**src/hw/rsc_pkg.sv**
```systemverilog
// Package for the reset source controller: offsets, field positions, timing.
// Assumes a 25 MHz system clock and an 8-bit register port.
package rsc_pkg;
  localparam logic [15:0] RESET_CAUSE_FLAGS_ADDR = 16'h000b;
  localparam logic [15:0] PROCESSOR_MODE_REG0_ADDR = 16'h0004;
  localparam logic [15:0] PROTECT_CONTROL_REG_ADDR = 16'h000a;
  localparam logic [15:0] CLOCK_SEL_ADDR = 16'h0006;
  localparam logic [15:0] WATCHDOG_OPTION_BYTE_ADDR = 16'hffdb;
  localparam logic [15:0] BOOT_OPTION_BYTE_ADDR = 16'hffff;
  localparam int COLD_WARM_BIT = 0;
  localparam int PIN_SEEN_BIT = 1;
  localparam int SOFT_SEEN_BIT = 2;
  localparam int WD_SEEN_BIT = 3;
  localparam int SOFT_REQ_BIT = 3;
  localparam int UNLOCK_BIT = 1;
  localparam int AUTOSTART_N_BIT = 0;
  localparam int PROTECT_DIS_BIT = 2;
  localparam int PROTECT_SEL_BIT = 3;
  localparam int THR_LO_BIT = 4;
  localparam int MON0_START_N_BIT = 6;
  localparam int CSP_N_BIT = 7;
  localparam int WD_PERIOD_LO_BIT = 0;
  localparam int WD_WINDOW_LO_BIT = 2;
  localparam logic [7:0] OPTION_ERASED = 8'hff;
  localparam logic [5:0] POR_COUNT = 6'h20;
  localparam logic [13:0] WD_PERIOD_0 = 14'h03ff;
  localparam logic [13:0] WD_PERIOD_1 = 14'h0fff;
  localparam logic [13:0] WD_PERIOD_2 = 14'h1fff;
  localparam logic [13:0] WD_PERIOD_3 = 14'h3fff;
  localparam logic [1:0] CLK_LOCO_UNDIV = 2'h0;
  localparam int SEQ_CYCLES = 4;
  // Threshold codes: 0=3.80 V, 1=2.85 V, 2=2.35 V, 3=1.90 V
  typedef struct packed {
    logic wd_stopped;
    logic code_protect;
    logic [1:0] threshold_sel;
    logic monitor0_enable;
    logic count_src_protect;
    logic [13:0] wd_period;
    logic [1:0] wd_window_sel;
  } rsc_opt_s;
  typedef enum logic [1:0] {
    RSC_HOLD = 2'b00,
    RSC_POR_WAIT = 2'b01,
    RSC_SEQ = 2'b10,
    RSC_RUN = 2'b11
  } rsc_state_e;
endpackage : rsc_pkg

```
**src/hw/rsc_reset_source_controller.sv**
```systemverilog
// Reset source controller: combines reset sources and keeps cause flags.
// Assumes pin, supply and oscillator inputs are asynchronous to clk;
// watchdog underflow comes from logic on clk.
// Behaviour
// RL1: Low reset pin holds chip in reset
// RL2: Soft request bit write resets the chip
// RL3: Watchdog underflow resets the chip
// RL4: Pin release starts fetch from reset vector
// RL5: Reset selects undivided low-speed oscillator clock
// RL6: RAM is never cleared by reset
// RL7: Outside holds pin low ten microseconds
// RL8: Outside waits supply settle plus ten microseconds
// RL9: Thirty-two slow clocks after threshold, release
// RL10: Power-on reset only when monitor0 enabled
// RL11: Cold flag clears on power/monitor reset
// RL12: Writing one sets cold flag; zero ignored
// RL13: Cold flag undefined when monitor disabled
// RL14: Read-only detect flags at bits one-three
// RL15: Software unlocks before writing mode register
// RL16: Option bit0 selects watchdog autostart
// RL17: Code protect from disable and select bits
// RL18: Option bits five-four select threshold
// RL19: Option bit six enables monitor0 reset
// RL20: Option bit seven enables count protect
// RL21: Second option bits set watchdog period
// RL22: Second option bits set refresh window
// RL23: Each reset sets its own detect flag
// RL24: Internal reset ORs sources, common sequence
module rsc_reset_source_controller (
  input wire logic clk,
  input wire logic nrst,
  input wire logic reset_pin_n,
  input wire logic supply_above_threshold,
  input wire logic slow_osc,
  input wire logic watchdog_underflow,
  input wire logic [15:0] addr,
  input wire logic [7:0] wdata,
  input wire logic wr,
  input wire logic rd,
  output logic [7:0] rdata,
  output logic internal_reset_n,
  output logic fetch_reset_vector,
  output logic [1:0] cpu_clock_sel,
  output logic ram_write_block,
  output rsc_pkg::rsc_opt_s options
);
  logic [1:0] pin_sync_reg;
  logic [1:0] sup_sync_reg;
  logic [2:0] osc_sync_reg;
  logic pin_low;
  logic supply_ok;
  logic osc_edge;
  logic [7:0] boot_opt_reg;
  logic [7:0] wd_opt_reg;
  logic cold_warm_reg;
  logic pin_seen_reg;
  logic soft_seen_reg;
  logic wd_seen_reg;
  logic unlock_reg;
  logic soft_req_reg;
  logic wd_req_reg;
  logic [1:0] clk_sel_reg;
  logic [5:0] por_cnt_reg;
  logic [2:0] seq_cnt_reg;
  logic por_pending_reg;
  rsc_pkg::rsc_state_e state_reg;
  rsc_pkg::rsc_state_e state_next;
  logic mon0_en;
  logic any_src;
  logic power_src;
  logic mode_wr;

  // Two-stage synchronisers; edge detect reads stages two and three only
  always_ff @(posedge clk)
  begin
    if (!nrst)
    begin
      // Pin stages start at the idle high level, so no false pin reset
      pin_sync_reg <= 2'h3;
      sup_sync_reg <= 2'h0;
      osc_sync_reg <= 3'h0;
    end
    else
    begin
      pin_sync_reg <= {pin_sync_reg[0], reset_pin_n};
      sup_sync_reg <= {sup_sync_reg[0], supply_above_threshold};
      osc_sync_reg <= {osc_sync_reg[1:0], slow_osc};
    end
  end

  assign pin_low = !pin_sync_reg[1];
  assign supply_ok = sup_sync_reg[1];
  assign osc_edge = osc_sync_reg[1] && !osc_sync_reg[2];
  assign mon0_en = !boot_opt_reg[rsc_pkg::MON0_START_N_BIT]; // RL19
  // Power-on / monitor0 source only acts when monitor0 is enabled
  assign power_src = mon0_en && !supply_ok; // RL10
  // Any active source holds the internal reset
  assign any_src = pin_low || power_src || soft_req_reg || wd_req_reg; // RL24
  assign mode_wr = wr && (addr == rsc_pkg::PROCESSOR_MODE_REG0_ADDR) && unlock_reg;

  // Option bytes; flash image, erased value after chip reset
  always_ff @(posedge clk)
  begin
    if (!nrst)
    begin
      boot_opt_reg <= rsc_pkg::OPTION_ERASED;
      wd_opt_reg <= rsc_pkg::OPTION_ERASED;
    end
    else
    begin
      if (wr && addr == rsc_pkg::BOOT_OPTION_BYTE_ADDR)
        boot_opt_reg <= wdata;
      if (wr && addr == rsc_pkg::WATCHDOG_OPTION_BYTE_ADDR)
        wd_opt_reg <= wdata;
    end
  end

  // Decoded option fields
  always_comb
  begin
    options.wd_stopped = boot_opt_reg[rsc_pkg::AUTOSTART_N_BIT]; // RL16
    options.code_protect = boot_opt_reg[rsc_pkg::PROTECT_DIS_BIT]
      && !boot_opt_reg[rsc_pkg::PROTECT_SEL_BIT]; // RL17
    options.threshold_sel = boot_opt_reg[rsc_pkg::THR_LO_BIT +: 2]; // RL18
    options.monitor0_enable = mon0_en; // RL19
    options.count_src_protect = !boot_opt_reg[rsc_pkg::CSP_N_BIT]; // RL20
    options.wd_window_sel = wd_opt_reg[rsc_pkg::WD_WINDOW_LO_BIT +: 2]; // RL22
    unique case (wd_opt_reg[rsc_pkg::WD_PERIOD_LO_BIT +: 2]) // RL21
      2'h0: options.wd_period = rsc_pkg::WD_PERIOD_0;
      2'h1: options.wd_period = rsc_pkg::WD_PERIOD_1;
      2'h2: options.wd_period = rsc_pkg::WD_PERIOD_2;
      2'h3: options.wd_period = rsc_pkg::WD_PERIOD_3;
    endcase
  end

  // Protect unlock and software reset request
  always_ff @(posedge clk)
  begin
    if (!nrst)
    begin
      unlock_reg <= 1'b0;
      soft_req_reg <= 1'b0;
    end
    else if (state_reg != rsc_pkg::RSC_RUN)
    begin
      unlock_reg <= 1'b0;
      soft_req_reg <= 1'b0;
    end
    else
    begin
      if (wr && addr == rsc_pkg::PROTECT_CONTROL_REG_ADDR)
        unlock_reg <= wdata[rsc_pkg::UNLOCK_BIT]; // RL15
      if (mode_wr && wdata[rsc_pkg::SOFT_REQ_BIT])
        soft_req_reg <= 1'b1; // RL2
    end
  end

  // Watchdog underflow request, held until the sequencer leaves run
  always_ff @(posedge clk)
  begin
    if (!nrst)
      wd_req_reg <= 1'b0;
    else if (watchdog_underflow)
      wd_req_reg <= 1'b1; // RL3
    else if (state_reg != rsc_pkg::RSC_RUN)
      wd_req_reg <= 1'b0;
  end

  // Remembers a power or monitor0 reset; its release waits for the slow count
  always_ff @(posedge clk)
  begin
    if (!nrst)
      por_pending_reg <= 1'b0;
    else if (power_src)
      por_pending_reg <= 1'b1; // RL9
    else if (state_reg == rsc_pkg::RSC_SEQ)
      por_pending_reg <= 1'b0;
  end

  // Sequencer state
  always_comb
  begin
    state_next = state_reg;
    unique case (state_reg)
      rsc_pkg::RSC_HOLD:
        if (!any_src && por_pending_reg)
          state_next = rsc_pkg::RSC_POR_WAIT; // RL9
        else if (!any_src)
          state_next = rsc_pkg::RSC_SEQ;
      rsc_pkg::RSC_POR_WAIT:
        if (pin_low || power_src)
          state_next = rsc_pkg::RSC_HOLD;
        else if (por_cnt_reg == rsc_pkg::POR_COUNT)
          state_next = rsc_pkg::RSC_SEQ; // RL9
      rsc_pkg::RSC_SEQ:
        if (pin_low || power_src)
          state_next = rsc_pkg::RSC_HOLD;
        else if (seq_cnt_reg == 3'(rsc_pkg::SEQ_CYCLES - 1))
          state_next = rsc_pkg::RSC_RUN;
      rsc_pkg::RSC_RUN:
        if (any_src)
          state_next = rsc_pkg::RSC_HOLD; // RL1
    endcase
  end

  always_ff @(posedge clk)
  begin
    if (!nrst)
      state_reg <= rsc_pkg::RSC_HOLD;
    else
      state_reg <= state_next;
  end

  // Slow clock counter after supply crosses threshold
  always_ff @(posedge clk)
  begin
    if (!nrst)
      por_cnt_reg <= 6'h0;
    else if (state_reg != rsc_pkg::RSC_POR_WAIT)
      por_cnt_reg <= 6'h0;
    else if (osc_edge && por_cnt_reg != rsc_pkg::POR_COUNT)
      por_cnt_reg <= por_cnt_reg + 6'h1; // RL9
  end

  // Common reset sequence length counter
  always_ff @(posedge clk)
  begin
    if (!nrst)
      seq_cnt_reg <= 3'h0;
    else if (state_reg != rsc_pkg::RSC_SEQ)
      seq_cnt_reg <= 3'h0;
    else
      seq_cnt_reg <= seq_cnt_reg + 3'h1;
  end

  // Cause flags survive the internal reset; nrst clears all of them, power_src also clears the cold flag
  always_ff @(posedge clk)
  begin
    if (!nrst)
    begin
      cold_warm_reg <= 1'b0;
      pin_seen_reg <= 1'b0;
      soft_seen_reg <= 1'b0;
      wd_seen_reg <= 1'b0;
    end
    else
    begin
      if (power_src)
        cold_warm_reg <= 1'b0; // RL11
      else if (wr && addr == rsc_pkg::RESET_CAUSE_FLAGS_ADDR
               && wdata[rsc_pkg::COLD_WARM_BIT])
        cold_warm_reg <= 1'b1; // RL12
      if (pin_low)
        pin_seen_reg <= 1'b1; // RL23
      if (soft_req_reg)
        soft_seen_reg <= 1'b1; // RL23
      if (wd_req_reg)
        wd_seen_reg <= 1'b1; // RL23
    end
  end

  // CPU clock select: forced to undivided slow oscillator during reset
  always_ff @(posedge clk)
  begin
    if (!nrst)
      clk_sel_reg <= rsc_pkg::CLK_LOCO_UNDIV;
    else if (state_reg != rsc_pkg::RSC_RUN)
      clk_sel_reg <= rsc_pkg::CLK_LOCO_UNDIV; // RL5
    else if (wr && addr == rsc_pkg::CLOCK_SEL_ADDR)
      clk_sel_reg <= wdata[1:0];
  end

  // Outputs
  always_ff @(posedge clk)
  begin
    if (!nrst)
    begin
      internal_reset_n <= 1'b0;
      fetch_reset_vector <= 1'b0;
    end
    else
    begin
      internal_reset_n <= (state_next == rsc_pkg::RSC_RUN); // RL24
      fetch_reset_vector <= (state_reg == rsc_pkg::RSC_SEQ)
        && (state_next == rsc_pkg::RSC_RUN); // RL4
    end
  end

  assign cpu_clock_sel = clk_sel_reg;
  // RAM has no reset path; writes are blocked while reset is active
  assign ram_write_block = !internal_reset_n; // RL6

  // Register read port; cold flag read as stored even when monitor off (RL13)
  // RL13
  always_ff @(posedge clk)
  begin
    if (!nrst)
      rdata <= 8'h00;
    else if (rd)
    begin
      unique case (addr)
        rsc_pkg::RESET_CAUSE_FLAGS_ADDR:
          rdata <= {4'h0, wd_seen_reg, soft_seen_reg, pin_seen_reg, cold_warm_reg}; // RL14
        rsc_pkg::BOOT_OPTION_BYTE_ADDR: rdata <= boot_opt_reg;
        rsc_pkg::WATCHDOG_OPTION_BYTE_ADDR: rdata <= wd_opt_reg;
        rsc_pkg::PROTECT_CONTROL_REG_ADDR: rdata <= {6'h00, unlock_reg, 1'b0};
        rsc_pkg::CLOCK_SEL_ADDR: rdata <= {6'h00, clk_sel_reg};
        default: rdata <= 8'h00;
      endcase
    end
    else
      rdata <= 8'h00;
  end
endmodule : rsc_reset_source_controller
```
**config.mk**
```make
export PLATFORM = sky130hd
export DESIGN_NAME = rsc_reset_source_controller
export DESIGN_NICKNAME = d
export VERILOG_FILES = /design/src/hw/rsc_pkg.sv /design/src/hw/rsc_reset_source_controller.sv
export SDC_FILE = /design/constraint.sdc
export NUM_CORES = 1
export LEC_CHECK = 0
export ABC_AREA = 0
export BUFFER_PORTS_ARGS = -buffer_cell sky130_fd_sc_hd__buf_2
export CORE_MARGIN = 1
export CORE_UTILIZATION = 51
export DETAILED_ROUTE_END_ITERATION = 10
export GPL_TIMING_DRIVEN = 0
export PLACE_DENSITY_LB_ADDON = 0.2
export SKIP_CTS_REPAIR_TIMING = 1
export SYNTH_ARGS = -nofsm -noshare
export SYNTH_HDL_FRONTEND = slang
export SYNTH_SLANG_ARGS = --single-unit
```
**constraint.sdc**
```tcl
create_clock -name clk -period 1.7 [get_ports clk]
set_input_delay 0.085 -clock clk [delete_from_list [all_inputs] [get_ports clk]]
set_output_delay 0.085 -clock clk [all_outputs]
set_load 0.03 [all_outputs]
```
== Yosys cells after proc, flatten, opt, wreduce, memory -nomap -nowiden ==
Cells that the tools add are included.
Cells by class
  add/subtract/negate cells: 2
  eq/ne operators: 19
  muxes and demuxes: 14
  bitwise operators: 1
  reductions and logical operators: 35
Operators by type and width (count)
  case mux 14 bit (4 select lines): 1
  case mux 8 bit (5 select lines): 1
  equality test 16 bit, second input constant: 2
  equality test 16 x 3 -> 1 bit, second input constant: 2
  equality test 16 x 4 -> 1 bit, second input constant: 2
  logical AND 1 bit: 15
  2-to-1 mux 2 bit: 7
  equality test 2 bit, second input constant: 5
  logical NOT 1 bit: 8
  case mux 2 bit (4 select lines): 1
  OR reduction 2 bit: 4
  adder 6 x 1 -> 6 bit, second input constant: 1
  equality test 6 bit, second input constant: 1
  inequality test 6 bit, second input constant: 1
  equality test 2 x 1 -> 1 bit, second input constant: 2
  logical NOT 2 bit: 2
  2-to-1 mux 1 bit: 4
  inequality test 2 bit, second input constant: 2
  nonzero test 2 bit: 2
  adder 3 x 1 -> 3 bit, second input constant: 1
  equality test 3 x 2 -> 1 bit, second input constant: 1
  logical OR 1 bit: 3
  inequality test 2 x 1 -> 1 bit, second input constant: 1
  AND reduction 2 bit: 1
  inverter 1 bit: 1
Storage, ports and cells
  register bits: 54
  bits of input ports: 32
  output and inout bits: 35
  word-level logic and storage cells: 91

== Logic depth before layout (Yosys ltp) ==
  depth in word-level cells: 11
  gate-level depth with buffers: 6
  depth with buffers taken out: 6

== Least setup slack after synthesis ==
OpenSTA, ideal clock, no wires.
  kind: register -> register
  from: register por_cnt_reg[0]
  to: register state_reg[1]
  data arrival time: 1.263 ns
  setup slack: 0.351 ns
  cell stages (with the launch flop): 7
  path buffers: 0
  period minus slack after synthesis: 1.349 ns
  path through: dfxtp_1 > inv_1 > ha_1 > nand4bb_1 > o311ai_0 > o21ai_0 > a211oi_1
Between the ends
  longest elaborated chain between the ends: 4
Ends and longest elaborated chain
  start, declared: line rsc_reset_source_controller.sv:63  | logic [5:0] por_cnt_reg;
  start signal, assigned: line rsc_reset_source_controller.sv:222  | por_cnt_reg <= por_cnt_reg + 6'h1;
  equality test 6 bit: line rsc_reset_source_controller.sv:193  | else if (por_cnt_reg == rsc_pkg::POR_COUNT)
  2-to-1 mux 2 bit: line rsc_reset_source_controller.sv:193
  2-to-1 mux 2 bit: line rsc_reset_source_controller.sv:191  | if (pin_low || power_src)
  case mux 2 bit (4 select lines): line rsc_reset_source_controller.sv:184  | unique case (state_reg)
  end signal, assigned: line rsc_reset_source_controller.sv:209  | state_reg <= rsc_pkg::RSC_HOLD;
  end signal, assigned: line rsc_reset_source_controller.sv:211  | state_reg <= state_next;
  end, declared: line rsc_reset_source_controller.sv:66  | rsc_pkg::rsc_state_e state_reg;
Every way passes these cells.
A chain may end at the register's enable or synchronous reset.

== Final worst setup path ==
  from: register state_reg[1]
  to: register internal_reset_n
Between the ends
  longest elaborated chain between the ends: 4
  elaborated cells on any way between the ends: 13
  those cells by class: eq/ne: 4; mux: 8; reduce/logical: 1
Ends and longest elaborated chain
  2-to-1 mux 2 bit (on tied branches): line rsc_reset_source_controller.sv:198, rsc_reset_source_controller.sv:188, rsc_reset_source_controller.sv:193
  2-to-1 mux 2 bit (on tied branches): line rsc_reset_source_controller.sv:196, rsc_reset_source_controller.sv:186, rsc_reset_source_controller.sv:191
  case mux 2 bit (4 select lines) (*): line rsc_reset_source_controller.sv:184
  equality test 2 bit (*): line rsc_reset_source_controller.sv:283  | internal_reset_n <= (state_next == rsc_pkg::RSC_RUN);
  end signal, assigned: line rsc_reset_source_controller.sv:283
  end, declared: line rsc_reset_source_controller.sv:41  | output logic internal_reset_n,
Mark *: on every way between the ends. The rest lies on a longest branch, timed or not.

==> results.py <==
metrics = {
    "outcome": {
        "status": "finished, final reports clean",
    },
    "yosys": {
        "synthTopCellsByArea": "dfxtp_1, nand3_1, buf_4, nor2_1, o21ai_0",
        "synth_cells": 270,
        "synth_top_area_cell": "dfxtp_1",
        "synthArstFlopShare_pct": 0,
        "synth_warnings": 0,
        "synthFlopType": "dfxtp_1",
        "synth_top_area_share_pct": 45.2,
        "synth_area_um2": 2390,
        "yosysSeqAreaShare_pct": 45.2,
        "synth_edf_count": 0,
        "ys_types": 49,
        "avgSynthCellArea_um2": 8.85,
        "synth-seq-cells": 54,
    },
    "finish": {
        "final_util_pct": 66.3,
        "nets": 381,
        "fillers": 383,
        "antenna_cells": 0,
        "drive_gt1_share_pct": 27.5,
        "instances_no_fill": 398,
        "area_growth_pct": 22.5,
    },
    "min_path": {
        "hp-class": "in -> reg",
    },
    "power": {
        "seqPwrFrac_pct": 56.9,
        "ir_drop_uv": 706,
        "p_per_area_nw_per_um2": 774,
        "p_int_mw": 1.73,
        "p_leak_nw": 1.18,
        "p_comb_share_pct": 8.5,
        "total_power_mw": 2.27,
        "switching_power_mw": 0.540,
        "switching_share_pct": 23.8,
        "clock_power_share_pct": 34.5,
    },
    "sta": {
        "finalSetupViolCount": 0,
        "relSlewSlack_pct": 44.9,
        "tightest_slew_ps": 815,
        "skew_ps": 6.62,
        "min_period_ps": 1500,
        "fmax_ghz": 0.666,
        "whs_ps": 5.55,
        "maxSlewViolCount": 0,
        "grt_setup_unrepaired": "no",
        "hold_viol_final": 0,
        "finalCritPeriodShare_pct": 88.4,
        "finalSetupTns_ps": 0,
    },
    "drt": {
        "wire_per_inst_um": 13.7,
        "drtAntennaViolNets": 0,
        "routed_wl_um": 5460,
        "drc_errors": 0,
        "vias_per_cell": 5.54,
        "drtIter0Drc": 184,
        "num_vias": 2203,
        "firstDrtPassIters": 4,
    },
    "clocking": {
        "cts-buffers-inserted": 5,
        "cts.path.max_buffers": 2,
        "clockRootBuffer": "clkbuf_8",
        "cts_tree": "done",
        "htree_levels": 2,
        "worst_skew_pair.late_latency_ps": 310,
        "clkTransAtPathRegs_ps": 90,
        "clock_sinks": 54,
    },
    "global_routing": {
        "grt_usage_pct": 22.4,
        "antenna_found_initial": 0,
        "overflow": 0,
        "grt_max_degree": 17,
        "grt_pass1_wl_um": 8910,
        "grt_pass1_vias": 1994,
    },
    "place": {
        "numPortBuffers": 56,
        "dp_hpwl_um": 4030,
        "place.gp.congestion": 0.873,
        "place_inst": 387,
    },
    "critical_path": {
        "critPathArrivalTime_ps": 1720,
        "end_kind": "flip-flop",
        "rrSetupSlack_ps": 200,
        "cp-start-kind": "flip-flop",
        "required_ps": 1920,
        "crit_fanout": 6,
        "critical_path_class": "reg -> reg",
    },
    "floorplan": {
        "start_util_pct": 54.1,
        "chipHeight_um": 70.5,
        "placementRows": 24,
        "die-area_um2": 4960,
        "die_x_um": 70.5,
        "io_pins": 67,
        "core-area_um2": 4410,
    },
    "job": {
        "cap_violations": 0,
    },
}
==> path summary, 6_finish.rpt <==
path                        from               end  cells past startpoint
setup / recovery    state_reg[1]  internal_reset_n                      3
hold / removal          slow_osc   osc_sync_reg[0]                      2
setup reg to reg    state_reg[1]  internal_reset_n                      3
hold reg to reg   seq_cnt_reg[0]    seq_cnt_reg[0]                      1
==> cells in the mapped netlist, types with 2 or more instances <==
cell,count
dfxtp_1,54
a21oi_1,4
nand2b_1,2
and4_1,3
o21ai_0,19
buf_4,17
inv_1,11
a22oi_1,5
o21ai_1,3
nor2_1,26
and2_1,6
a211oi_1,2
nand3_1,41
clkbuf_1,8
ha_1,4
nor2b_1,3
o21a_1,2
nand2_1,6
mux2i_1,2
buf_2,4
xor2_1,3
nand4bb_1,2
nor4_2,2
xnor2_1,2
nor4_1,4
a31oi_1,2
a222oi_1,3
nand4_1,6
or4_1,2
and3_1,3
==> worst max-delay path, stage by stage (launching register included) <==
cell      delay (ps)
dfxtp_1          430
or3b_2           500
a21bo_2          240
a211oi_1         250
==> cell families (layout without fill, tap and decap cells) <==
| family | count (synthesis) | after routing | share of synthesized area (%) |
|---|---|---|---|
| and+or+nand+nor | 113 | 113 | 26.3 |
| xor gates and xnor gates | 5 | 5 | 1.83 |
| other | 1 | 10 | 0.157 |
| muxes | 2 | 2 | 0.838 |
| DFF | 54 | 54 | 45.2 |
| buffers and inverters | 40 | 107 | 9.16 |
| AOI/OAI and AO/OA | 51 | 51 | 14.4 |
| adders and majority gates | 4 | 4 | 2.09 |
==> power groups by stage <==
stage                     sequential (mW)  clock [mW]  combinational (mW)
after global placement               1.32           0               0.181
final                                1.29       0.783               0.194
after detailed placement             1.32           0               0.185
after CTS                            1.29       0.797               0.185
after floorplan                      1.32           0               0.111
after global routing                 1.29       0.854               0.209
==> metrics by stage <==
| stage | worst slack, ps | cell area, um^2 |
|---|---|---|
| CTS | 103 | 2870 |
| global placement | -19.9 | 2770 |
| global route | 58.2 | 2930 |
| floorplan | 351 | 2420 |
| finish | 198 | 2930 |
| detailed placement | -37.3 | 2770 |
==> area by class of cell <==
cell class              count  area, um^2  area share, %
multi-input cells         185        1150           39.2
flip-flops and latches     54        1080           36.9
repair buffers             59         310           10.6
plain buffers              29         178           6.07
clock buffers               7        96.3           3.29
well taps                  52        65.1           2.22
inverters                  11        41.3           1.41
clock inverters             1        8.76          0.299
==> placed cells by master (no fill, tap or decap), drive strengths merged, types with 2 or more instances in the layout <==
master	synthesis	layout
o21a	2	2
and4	3	3
nand4	7	7
dlygate4sd3	0	3
xor2	3	3
conb	1	10
or4	2	2
nand2	6	6
nand3	41	41
nor2	26	26
and2	6	6
a22oi	5	5
nor2b	3	3
buf	21	77
nand2b	2	2
ha	4	4
a211oi	2	2
clkbuf	8	15
xnor2	2	2
a21oi	5	5
and3	3	3
nand4bb	2	2
a222oi	3	3
o21ai	22	22
mux2i	2	2
dfxtp	54	54
inv	11	11
a31oi	2	2
nor4	6	6
==> per-layer routing <==
metal / share of wire [%] / GRT usage (%)
met2: 46 / 35.6
met4: 2.0 / 9.11
met3: 5.9 / 5.34
met5: 0 / 0
met1: 46 / 29.1
No activity file was read; power rests on OpenSTA's default activity.
